==> config.mk <==
export PLATFORM = sky130hd
export DESIGN_NAME = brownout_reset_control
export DESIGN_NICKNAME = d
export VERILOG_FILES = /design/src/logic/brownout_trip_sync.v /design/src/logic/brownout_reset_control.v
export VERILOG_INCLUDE_DIRS = /design/src /design/src/common
export SDC_FILE = /design/constraint.sdc
export NUM_CORES = 1
export LEC_CHECK = 0
export BUFFER_PORTS_ARGS = -buffer_cell sky130_fd_sc_hd__clkbuf_2
export CAP_MARGIN = 30
export CELL_PAD_IN_SITES_DETAIL_PLACEMENT = 0
export CELL_PAD_IN_SITES_GLOBAL_PLACEMENT = 1
export CORE_UTILIZATION = 44
export CTS_BUF_LIST = sky130_fd_sc_hd__clkbuf_8
export CTS_CLUSTER_SIZE = 24
export DETAILED_ROUTE_END_ITERATION = 7
export PLACE_DENSITY = 0.84
export SYNTH_ARGS = -nofsm -noshare
export SYNTH_HDL_FRONTEND = slang
export SYNTH_SLANG_ARGS = --single-unit
export TNS_END_PERCENT = 5
==> constraint.sdc <==
create_clock -name core_clk -period 3 [get_ports core_clk]
set_input_delay 0.45 -clock core_clk [delete_from_list [all_inputs] [get_ports core_clk]]
set_output_delay 0.45 -clock core_clk [all_outputs]
set_load 0.02 [all_outputs]
==> src/common/brownout_reset_defines.vh <==
// constants for the brown-out reset control block
`ifndef BROWNOUT_RESET_DEFINES_VH
`define BROWNOUT_RESET_DEFINES_VH

// clock rate and power-up delay
`define CLK_MHZ            200
`define PWRUP_DELAY_MS     64
`define PWRUP_DELAY_CYC    (`PWRUP_DELAY_MS * 1000 * `CLK_MHZ)

// mode select encodings
`define MODE_OFF           2'b00
`define MODE_SOFT          2'b01
`define MODE_HW_SLEEPOFF   2'b10
`define MODE_ALWAYS        2'b11

// wishbone register offsets (byte addresses)
`define ADDR_CAUSE         4'h0
`define ADDR_OSC           4'h4
`define ADDR_RTCCAL        4'h8
`define ADDR_NVMCTL        4'hc

// reset cause register field positions
`define CAUSE_POR_BIT      0
`define CAUSE_BOR_BIT      1
`define CAUSE_SLEEP_BIT    3
`define CAUSE_EXT_BIT      7
`define CAUSE_SWR_BIT      6
`define CAUSE_SOFTEN_BIT   13
`define CAUSE_WMASK        16'he2df

// reset values
`define CAUSE_POR_RST      16'h0003
`define OSC_OTHER_RST      16'h0000
`define RTCCAL_RST         16'h0000
`define NVMCTL_RST         16'h0000

// oscillator control fields
`define OSC_CUR_LSB        12
`define OSC_NEW_LSB        8

`endif

==> src/logic/brownout_trip_sync.v <==
// supply comparator synchroniser and power-up delay timer
`timescale 1ns/1ps
module brownout_trip_sync #(
	parameter DELAY_CYC = 32'd12800000
)(
	// clock and reset
	input  wire        core_clk,
	input  wire        rst_b,
	input  wire        clkEn,
	// control
	input  wire        detectOn,
	input  wire        timerOn,
	input  wire        supplyLowRaw,
	// status
	output reg         brownHold,
	output reg         tripPulse
);
	reg        syncA_q;
	reg        syncB_q;
	reg [31:0] delayCnt_q;
	reg        timing_q;

	// two-stage synchroniser, first stage feeds only the second
	always @(posedge core_clk or negedge rst_b)
	begin
		if (!rst_b)
		begin
			syncA_q <= 1'b0;
			syncB_q <= 1'b0;
		end
		else if (clkEn)
		begin
			syncA_q <= supplyLowRaw;
			syncB_q <= syncA_q;
		end
	end

	// hold while low, then count the power-up delay; a new drop restarts it
	always @(posedge core_clk or negedge rst_b)
	begin
		if (!rst_b)
		begin
			brownHold  <= 1'b0;
			tripPulse  <= 1'b0;
			delayCnt_q <= 32'h0;
			timing_q   <= 1'b0;
		end
		else if (clkEn)
		begin
			tripPulse <= 1'b0;
			if (detectOn && syncB_q)
			begin
				tripPulse  <= !brownHold || timing_q;
				brownHold  <= 1'b1;
				timing_q   <= 1'b0;
				delayCnt_q <= 32'h0;
			end
			else if (brownHold && timerOn && !timing_q && delayCnt_q == 32'h0)
			begin
				timing_q   <= 1'b1;
				delayCnt_q <= DELAY_CYC - 32'h1;
			end
			else if (timing_q)
			begin
				if (delayCnt_q == 32'h0)
				begin
					timing_q  <= 1'b0;
					brownHold <= 1'b0;
				end
				else
					delayCnt_q <= delayCnt_q - 32'h1;
			end
			else
				brownHold <= 1'b0;
		end
	end
endmodule // brownout_trip_sync

==> src/logic/brownout_reset_control.v <==
// brown-out reset control with reset cause and reset-type register values
//
// Notes on behaviour
// only four registers depend on reset kind; cause register follows reset type
// oscillator control reset value comes from reset kind and initial osc select
// rtc calibration and nvm control reset only on power-on
// two-bit threshold and two-bit mode fields give four configurations
// nonzero mode plus supply below threshold enters brown-out reset
// stay in brown-out reset while supply stays low
// power-up timer runs after recovery; new drop restarts it
// power-up timer enable is independent of brown-out enable
// mode 01 lets the soft enable bit switch detection on or off
// soft enable acts only in mode 01, reads zero otherwise
// trip threshold always from configuration field, never from software
// enabled detection sets brown-out flag on brown-out or power-on
// software clears both flags after power-on; brown-out only then proves brown-out
// leaving deepest sleep sets power-on and brown-out flags
// mode 10 disables detection in sleep, re-enables on wake
// any reset clears core state and forces program counter to zero
// software puts a jump at the reset address
// power-up delay is 64 ms when enabled, zero otherwise
// power-on clears all cause flags except power-on and brown-out, which set
// soft enable resets to one when mode permits, forced zero otherwise
// writes to cause flags only store values, never cause reset
// mode 11 keeps detection on always, including sleep
// comparator output is synchronised before use
`timescale 1ns/1ps
`include "brownout_reset_defines.vh"
module brownout_reset_control #(
	parameter PWRUP_CYC = `PWRUP_DELAY_CYC,
	parameter PC_W      = 24
)(
	// clock, reset, enable
	input  wire        core_clk,
	input  wire        rst_b,
	input  wire        clkEn,
	// configuration word bits
	input  wire [1:0]  brownout_threshold_select,
	input  wire [1:0]  brownout_mode_select,
	input  wire        power_up_timer,
	input  wire [2:0]  initial_osc_select,
	// supply comparator and power state
	input  wire        supplyLow,
	input  wire        sleepActive,
	input  wire        deepSleepExit,
	input  wire        extResetReq,
	input  wire        swResetReq,
	input  wire [2:0]  curOscSel,
	// wishbone slave
	input  wire        wb_cyc_i,
	input  wire        wb_stb_i,
	input  wire        wb_we_i,
	input  wire [3:0]  wb_adr_i,
	input  wire [3:0]  wb_sel_i,
	input  wire [31:0] wb_dat_i,
	output reg  [31:0] wb_dat_o,
	output reg         wb_ack_o,
	// reset outputs
	output reg         sysResetOut,
	output reg  [PC_W-1:0] progCounter,
	output reg  [1:0]  tripLevel
);
	reg  [15:0] cause_q;
	reg  [15:0] osc_q;
	reg  [15:0] rtcCal_q;
	reg  [15:0] nvmCtl_q;
	reg         porDone_q;
	reg         holdDly_q;
	wire        brownHold;
	wire        tripPulse;
	wire        detectOn;
	wire        softMode;
	wire        anyReset;
	wire        wrHit;
	wire [15:0] wrData;

	// merge written bytes into a 16-bit register
	function [15:0] mergeBytes;
		input [15:0] old;
		input [31:0] dat;
		input [3:0]  sel;
		begin
			mergeBytes = {sel[1] ? dat[15:8] : old[15:8], sel[0] ? dat[7:0] : old[7:0]};
		end
	endfunction

	assign softMode = (brownout_mode_select == `MODE_SOFT);
	// detection enable per mode; the soft bit matters only in soft mode
	assign detectOn = (brownout_mode_select == `MODE_ALWAYS)
		| (softMode & cause_q[`CAUSE_SOFTEN_BIT])
		| ((brownout_mode_select == `MODE_HW_SLEEPOFF) & !sleepActive);
	assign anyReset = brownHold | extResetReq | swResetReq | deepSleepExit;
	assign wrHit    = wb_cyc_i & wb_stb_i & wb_we_i & !wb_ack_o;
	assign wrData   = wb_dat_i[15:0];

	// synchroniser and power-up timer; timer enable never follows detectOn
	brownout_trip_sync #(
		.DELAY_CYC (PWRUP_CYC)
	) u_trip (
		.core_clk     (core_clk),
		.rst_b        (rst_b),
		.clkEn        (clkEn),
		.detectOn     (detectOn),
		.timerOn      (power_up_timer),
		.supplyLowRaw (supplyLow),
		.brownHold    (brownHold),
		.tripPulse    (tripPulse)
	);

	// power-on gives cause flags por and bor set, others clear
	always @(posedge core_clk or negedge rst_b)
	begin
		if (!rst_b)
		begin
			cause_q   <= `CAUSE_POR_RST;
			porDone_q <= 1'b0;
		end
		else if (clkEn)
		begin
			porDone_q <= 1'b1;
			// soft enable defaults to one in soft mode after power-on
			if (!porDone_q)
				cause_q[`CAUSE_SOFTEN_BIT] <= softMode;
			else
			begin
				// writes only store bits; hardware sets below win over them
				if (wrHit && wb_adr_i == `ADDR_CAUSE)
					cause_q <= mergeBytes(cause_q, {16'h0, wrData & `CAUSE_WMASK},
						wb_sel_i);
				if (!softMode)
					cause_q[`CAUSE_SOFTEN_BIT] <= 1'b0;
				if (tripPulse && detectOn)
					cause_q[`CAUSE_BOR_BIT] <= 1'b1;
				if (deepSleepExit)
				begin
					cause_q[`CAUSE_POR_BIT] <= 1'b1;
					cause_q[`CAUSE_BOR_BIT] <= 1'b1;
				end
				if (extResetReq)
					cause_q[`CAUSE_EXT_BIT] <= 1'b1;
				if (swResetReq)
					cause_q[`CAUSE_SWR_BIT] <= 1'b1;
			end
		end
	end

	// oscillator control: configured source after por/bor, current after external or software reset
	always @(posedge core_clk or negedge rst_b)
	begin
		if (!rst_b)
			osc_q <= `OSC_OTHER_RST;
		else if (clkEn)
		begin
			if (!porDone_q || tripPulse)
				osc_q <= {1'b0, initial_osc_select, 1'b0, initial_osc_select, 8'h00};
			else if (extResetReq || swResetReq)
				osc_q <= {1'b0, curOscSel, 1'b0, curOscSel, 8'h00};
			else if (wrHit && wb_adr_i == `ADDR_OSC)
				osc_q <= mergeBytes(osc_q, wb_dat_i, wb_sel_i);
		end
	end

	// rtc calibration and nvm control survive all resets but power-on
	always @(posedge core_clk or negedge rst_b)
	begin
		if (!rst_b)
		begin
			rtcCal_q <= `RTCCAL_RST;
			nvmCtl_q <= `NVMCTL_RST;
		end
		else if (clkEn && wrHit)
		begin
			if (wb_adr_i == `ADDR_RTCCAL)
				rtcCal_q <= mergeBytes(rtcCal_q, wb_dat_i, wb_sel_i);
			if (wb_adr_i == `ADDR_NVMCTL)
				nvmCtl_q <= mergeBytes(nvmCtl_q, wb_dat_i, wb_sel_i);
		end
	end

	// wishbone answer one cycle after request, ack drops the next cycle
	always @(posedge core_clk or negedge rst_b)
	begin
		if (!rst_b)
		begin
			wb_ack_o <= 1'b0;
			wb_dat_o <= 32'h0;
		end
		else if (clkEn)
		begin
			wb_ack_o <= wb_cyc_i & wb_stb_i & !wb_ack_o;
			case (wb_adr_i)
				// soft enable masked on read too, so a fresh mode change never shows it
				`ADDR_CAUSE:  wb_dat_o <= {16'h0, cause_q & ~{2'b00, !softMode, 13'h0}};
				`ADDR_OSC:    wb_dat_o <= {16'h0, osc_q};
				`ADDR_RTCCAL: wb_dat_o <= {16'h0, rtcCal_q};
				`ADDR_NVMCTL: wb_dat_o <= {16'h0, nvmCtl_q};
				default:      wb_dat_o <= 32'h0; // unmapped reads zero, still acked
			endcase
		end
	end

	// system reset and program counter; threshold only from config
	always @(posedge core_clk or negedge rst_b)
	begin
		if (!rst_b)
		begin
			sysResetOut <= 1'b1;
			holdDly_q   <= 1'b1;
			progCounter <= {PC_W{1'b0}};
			tripLevel   <= 2'b00;
		end
		else if (clkEn)
		begin
			tripLevel   <= brownout_threshold_select;
			holdDly_q   <= anyReset;
			sysResetOut <= anyReset | holdDly_q;
			// reset pins the fetch address at zero; core runs past it itself
			if (anyReset || sysResetOut)
				progCounter <= {PC_W{1'b0}};
		end
	end
endmodule // brownout_reset_control

==> summary.txt, run 1 <==
Yosys
  – Mapped Cells: roughly 560
  – Post-synthesis adder-cell area fraction: less than 1%
  – Part of the Yosys area used for sequential elements: 49.1%
  – Avg Inst Size Synth: about 11 µm²
  – Simple logic cell fraction of the synthesized area: around 14%
  – Seq cells post-synth: ~120
  – Number of synthesized flops with an enable pin: 0
  – Synth unique cells: 62
  – YS warnings: 0
  – Largest family of logic cells by synthesized area: compound AO/OA/AOI/OAI gates
  – Post-synthesis mux area share: 8.71%
  – Post-synthesis xor/xnor area fraction: less than 1%
  – Post-Syn Area: between 0.006 and 0.007 mm²
  – Post-synthesis compound-gate area fraction: between 10% and 20%
  – Synth Flop Type: dfrtp_1
  – Asr flop ratio synth: 100%

CTS
  – Clk buf depth: 2
  – CTS resizes: 0
  – CTS root buffer: clkbuf_8
  – Later-pin clock latency in the skew report: 440 ps
  – H-tree depth: 4
  – Sink Count: ~120
  – TritonCTS clock tree: yes
  – Hold-fix buffers, CTS: 1
  – Postcts setup bufs: 0
  – Num CTS Buffers: 17
  – Clock transition at the registers of the reported paths: approximately 70 ps

Floorplanning
  – Die span in x: roughly 120 µm
  – Die H: 119 µm
  – Initial Util: about 45%
  – I/O pin cnt: approximately 120
  – Placeable Area: approximately 0.013 mm²
  – Die ar.: 0.0142 mm²
  – Row cnt: 42

Drt
  – Post-DR vias/cell: between 5 and 6
  – DR pass1 iterations: 5
  – Via Count: between 4000 and 5000
  – Post-DRT Antenna Nets: 0
  – WL/cell: 16.9 µm
  – Routed wire length: 14100 µm
  – Initial DRC count: about 350
  – # DRC: 0

Power
  – Tot Pwr: 0.00587 W
  – Pwr/cell area: around 850 mW/mm²
  – Peak supply drop: between 600 and 700 µV
  – Leakage power: 3.26 nW

Finish
  – Share of post-route cells with drive strength above 1: 28.4%
  – Antenna diodes: 0
  – Storage cell area: around 0.003 mm²
  – Final net count: between 700 and 800
  – # fillers: between 1000 and 1500
  – Commonest non-fill, non-tap cell in the layout: dfrtp_1
  – Multi-input gate area: ~0.0027 mm²
  – Area Growth Syn to Fin: 14.4%
  – Most frequent cells in the layout: 114 x dfrtp_1, 62 x clkbuf_2, 43 x mux2_2

Timing
  – Post-layout minimum cycle time: 2630 ps
  – Worst relative slew slack: roughly half
  – Setup tns final: 0 ps
  – Max Slew Vio Count: 0
  – Max Freq: about 0.38 GHz
  – RSZ-0062 raised after global routing: false
  – Worst-Margin Slew: about 770 ps
  – # setup viols final: 0
  – Worst Clk Skew: around 7.6 ps
  – Crit share post-route: approximately 88%
  – Final Hold Vio Count: 0

GRT
  – Grt total ovfl: 0
  – First-pass GRT wire length: approximately 23000 µm
  – Initial antenna violation count: 0
  – All-layer global routing usage: 20.8%
  – Vias in the first global route: around 4600
  – Largest net degree at the start of global routing: between 60 and 70

Run
  – Number of max-cap violations: 0

Critical path
  – Worst Path Required: ~3300 ps
  – Crit-path slowest cell: o31ai_2
  – Setup crit end kind: flip-flop
  – CP max FO: 15
  – Critical path buffers and inverters: 2
  – Worst Path Arrival: 2960 ps
  – Startpoint Class: flip-flop
  – Crit-path leading delay family: compound AO/OA/AOI/OAI gates
  – Class of the most critical setup path: reg -> reg
  – CP Cell Sequence: inv_1, ha_1, nor3b_2, nand4_2, o31ai_2, buf_4, a21o_4, o21ai_1, a22o_1
  – CP max stage delay: 510 ps

Placed design
  – Gpl congestion: ~0.79
  – HPWL Detailed: around 9700 µm
  – PortBufs: 63

Hold path
  – Hold/Removal Path Class: in -> reg

Outcome
  – Status: completed
## layout make-up
class	instances	share of cell area (%)
clock buffers	18	3.60
flip-flops and latches	118	42.9
inverters	18	0.981
repair buffers	87	7.63
well taps	176	3.20
clock inverters	14	1.98
multi-input cells	403	39.7
## kinds of logic after synthesis
family	Yosys count
AOI/OAI and AO/OA	163
and+or+nand+nor	151
DFF	118
adders and majority gates	1
buffers and inverters	81
muxes	47
other	1
xor gates and xnor gates	1
## cells in the mapped netlist, types with 3 or more instances
| master | number | area, µm² |
|---|---|---|
| a211oi_1 | 5 | 37.5 |
| a21oi_1 | 25 | 125 |
| nand3_1 | 24 | 120 |
| nand2b_1 | 5 | 31.3 |
| nor2_1 | 29 | 109 |
| or3_1 | 9 | 56.3 |
| nand4_1 | 3 | 18.8 |
| a31oi_1 | 11 | 68.8 |
| nor3_2 | 3 | 30.0 |
| nand2_1 | 29 | 109 |
| dfstp_2 | 4 | 105 |
| and3_1 | 4 | 25.0 |
| nor3_1 | 12 | 60.1 |
| or4_1 | 3 | 22.5 |
| a22oi_1 | 3 | 22.5 |
| mux2i_1 | 4 | 40.0 |
| nor4_1 | 6 | 37.5 |
| dfrtp_1 | 114 | 2850 |
| a221oi_1 | 11 | 96.3 |
| mux2_2 | 43 | 484 |
| o21ai_0 | 26 | 130 |
| a22o_1 | 21 | 184 |
| buf_4 | 42 | 315 |
| a21o_1 | 10 | 75.1 |
| o21ai_1 | 17 | 85.1 |
| o2bb2ai_1 | 17 | 149 |
| o31ai_1 | 3 | 22.5 |
| inv_1 | 18 | 67.6 |
| clkbuf_1 | 17 | 63.8 |
| buf_6 | 3 | 33.8 |
| nor4_2 | 5 | 62.6 |
## worst paths after layout
path | depth (start not counted) | endpoint | slack [ps] | from
setup reg to reg | 9 | u_trip.delayCnt_q[17] | 370 | u_trip.delayCnt_q[0]
max in group asynchronous | 3 | holdDly_q | 1840 | rst_b
min in group asynchronous | 2 | wb_dat_o[14] | 460 | rst_b
hold / removal | 2 | tripLevel[0] | 240 | brownout_threshold_select[0]
setup / recovery | 9 | u_trip.delayCnt_q[17] | 370 | u_trip.delayCnt_q[0]
hold reg to reg | 1 | wb_dat_o[11] | 490 | wb_dat_o[11]
## flip-flops by register name, indices dropped and copies added (netlist names), 2 cells and up
| name | cells |
|---|---|
| u_trip.delayCnt_q | 32 |
| nvmCtl_q | 16 |
| osc_q | 16 |
| rtcCal_q | 16 |
| wb_dat_o | 16 |
| cause_q | 11 |
| tripLevel | 2 |
## power breakdown
part           total (W)  internal, W  switching (W)
logic            0.00238     0.000900        0.00148
clock network    0.00141     0.000750       0.000663
registers        0.00208      0.00182       0.000256
total            0.00587      0.00347        0.00240
## worst reg2reg max path: stages (launching register included)
cell and delay (ps):
dfrtp_1 420, inv_1 100, ha_1 190, nor3b_2 260, nand4_2 220, o31ai_2 510
buf_4 270, a21o_4 250, o21ai_1 110, a22o_1 190
## stage by stage
stage | setup WS [ps] | utilization (%) | cell area [µm²] | hold WS, ps | std cells
6_report | 370 | 51.8 | 6890 | 238 | 834
5_1_grt | 223 | 51.8 | 6890 | 223 | 834
4_1_cts | 394 | 51.8 | 6890 | 221 | 834
3_5_place_dp | 432 | 48.9 | 6500 | 388 | 801
3_3_place_gp | 477 | 48.7 | 6480 | 381 | 799
2_1_floorplan | 635 | - | 6170 | 154 | 602
## layer usage
metal / global-route usage (%) / share of wire (%)
met4: 7.36 / 1.1
met1: 26.5 / 44
met2: 34.7 / 50
met3: 4.69 / 4.6
met5: 0 / 0
No activity file was read; power rests on OpenSTA's default activity.
==> inputs of run 2 (changes only) <==
Clock period 3 ns to 2.81 ns, I/O delays scaled along.
==> summary.txt, run 2 (same netlist as run 1, synthesis figures left out) <==
Drt
  – Post-DR vias/cell: 5.61 (+0.26%)
  – DR pass1 iterations: 5 (unchanged)
  – Routed wire length: 14300 µm (+1.6%)
  – WL/cell: 17.1 µm (+1.2%)
  – Met1 Wirelength: 6200 µm (-0.29%)
  – Met3 WL: 783 µm (+20%)
  – Via Count: 4699 (+0.62%)
  – Initial DRC count: 338 (-4.2%)
  – # DRC: 0 (unchanged)
  – Highest Signal Layer: met4
  – Metal2 WL: 7150 µm (+1.8%)
  – Post-DRT Antenna Nets: 0 (unchanged)

Finish
  – Commonest non-fill, non-tap cell in the layout: dfrtp_1
  – Area Growth Syn to Fin: 15.1%
  – Final net count: 711 (+0.42%)
  – Storage cell area: 0.00296 mm² (unchanged)
  – Multi-input gate area: 0.00274 mm² (+0.32%)
  – Layout Cells excl Fill: 837 (+0.36%)
  – Most frequent cells in the layout: 114 x dfrtp_1, 62 x clkbuf_2, 43 x mux2_2
  – Max reg flops: 32 (unchanged)
  – Reg with most FFs: u_trip.delayCnt_q
  – Antenna diodes: 0 (unchanged)
  – # fillers: 1216 (+1.6%)
  – Share of post-route cells with drive strength above 1: 28.7% (+0.32 points)

Placed design
  – HPWL Detailed: 9780 µm (+0.53%)
  – DP Worst Slack: 246 ps (-186 ps)
  – PortBufs: 63 (unchanged)
  – Placed Cells: 804 (+0.37%)
  – Gpl congestion: 0.826 (+4.3%)

GRT
  – Grt total ovfl: 0 (unchanged)
  – First-pass GRT wire length: 23300 µm (+1.2%)
  – All-layer global routing usage: 21.2% (+0.42 points)
  – Largest net degree at the start of global routing: 65 (-3.0%)
  – Initial antenna violation count: 0 (unchanged)
  – Vias in the first global route: 4601 (-0.043%)

CTS
  – CTS root buffer: clkbuf_8
  – Num CTS Buffers: 17 (unchanged)
  – TritonCTS clock tree: yes
  – H-tree depth: 4 (unchanged)
  – Clk buf depth: 2 (unchanged)
  – Sink Count: 118 (unchanged)
  – Clock transition at the registers of the reported paths: 70 ps (about the same)
  – Later-pin clock latency in the skew report: 450 ps (about the same)

Critical path
  – Setup crit end kind: flip-flop
  – CP max FO: 13 (-2)
  – Critical R2R Capture: u_trip.delayCnt_q[18]
  – Critical R2R Launch: u_trip.delayCnt_q[0]
  – Setup slack, reg-to-reg: 220 ps (-150 ps)
  – Crit-path slowest cell: o31ai_4
  – Worst Path Arrival: 2960 ps (about the same)
  – Class of the most critical setup path: reg -> reg
  – Startpoint Class: flip-flop
  – CP Cell Sequence: inv_1, ha_1, nor3b_2, nand4_2, o31a_1, o31ai_4, buf_4, a21oi_1, mux2i_1
  – Critical path buffers and inverters: 2 (unchanged)
  – Worst Path Required: 3180 ps (-150 ps)
  – Critical Path Source: u_trip.delayCnt_q[0]
  – Crit-path leading delay family: compound AO/OA/AOI/OAI gates
  – Reg2reg path depth: 9 (unchanged)
  – CP max stage delay: 430 ps (-80 ps)

Timing
  – Worst relative slew slack: 48.9% (+0.47 points)
  – Worst Clk Skew: 9.71 ps (+2.14 ps)
  – RSZ-0062 raised after global routing: false
  – Max Freq: 0.386 GHz (+1.5%)
  – Max Slew Vio Count: 0 (unchanged)
  – Crit share post-route: 92.2% (+4.6 points)
  – Post-layout minimum cycle time: 2590 ps (-38.3 ps)
  – Slack of the critical path: 218 ps (-152 ps)
  – Setup tns final: 0 ps (unchanged)
  – Worst-Margin Slew: 763 ps (-7.05 ps)
  – # setup viols final: 0 (unchanged)
  – Hold Slack: 215 ps (-23.3 ps)
  – Final Hold Vio Count: 0 (unchanged)

Hold path
  – Min-Delay Startpoint: brownout_threshold_select[1]
  – Hold/Removal Path Class: in -> reg
  – Hold Path Sink: tripLevel[1]
  – Hold depth: 2 (unchanged)

Power
  – Pwr/cell area: 931 mW/mm² (+9.2%)
  – Leakage power: 3.28 nW (+0.55%)
  – Peak supply drop: 834 µV (+28%)
  – Tot Pwr: 0.00645 W (+9.8%)

Floorplanning
  – Row cnt: 42 (unchanged)
  – Die ar.: 0.0142 mm² (unchanged)
  – I/O pin cnt: 122 (unchanged)
  – Die span in x: 119 µm (unchanged)
  – Placeable Area: 0.0133 mm² (unchanged)
  – Initial Util: 45.3% (unchanged)
  – Die H: 119 µm (unchanged)

Run
  – Number of max-cap violations: 0 (unchanged)

Outcome
  – Status: completed
## run 2: cell type report
class	count	area share, %
sequential	118	42.7
clock inverter	14	2.31
tap	176	3.18
clock buffer	18	3.57
inverter	18	0.975
timing repair buffer	90	7.72
multi-input combinational	403	39.6
## run 2: timing repair
action,4_1_cts,5_1_grt
setup buffers,0,0
endpoints found under the hold margin,22,0
endpoints found under the setup margin,0,1
hold buffers,1,0
gates resized for setup,0,1
## run 2: power by group
part / leakage, nW / total (W) / switching (W) / internal, W
combinational: 1.50 / 0.00264 / 0.00163 / 0.00102
sequential: 1.57 / 0.00222 / 0.000275 / 0.00194
clock: 0.203 / 0.00159 / 0.000701 / 0.000891
total: 3.28 / 0.00645 / 0.00260 / 0.00385
## run 2: worst max path at each step
stage,endpoint,slack [ps],depth (start not counted)
after floorplan,u_trip.delayCnt_q[13],450,10
after global placement,u_trip.delayCnt_q[8],330,9
after detailed placement,u_trip.delayCnt_q[17],250,9
after CTS,u_trip.delayCnt_q[17],230,9
after global routing,u_trip.delayCnt_q[18],20,9
final,u_trip.delayCnt_q[18],220,9
## run 2: metrics by stage
| step | utilization (%) | area, µm² |
|---|---|---|
| floorplan | - | 6170 |
| global placement | 48.9 | 6510 |
| detailed placement | 48.9 | 6510 |
| CTS | 52.1 | 6920 |
| global route | 52.1 | 6930 |
| finish | 52.1 | 6930 |
## run 2: routing by layer
layer / vias up / GRT usage, %
met5: - / 0
met4: 0 / 6.25
met3: 14 / 5.22
met2: 164 / 35.9
met1: 2325 / 26.9
li1: 2196 / -
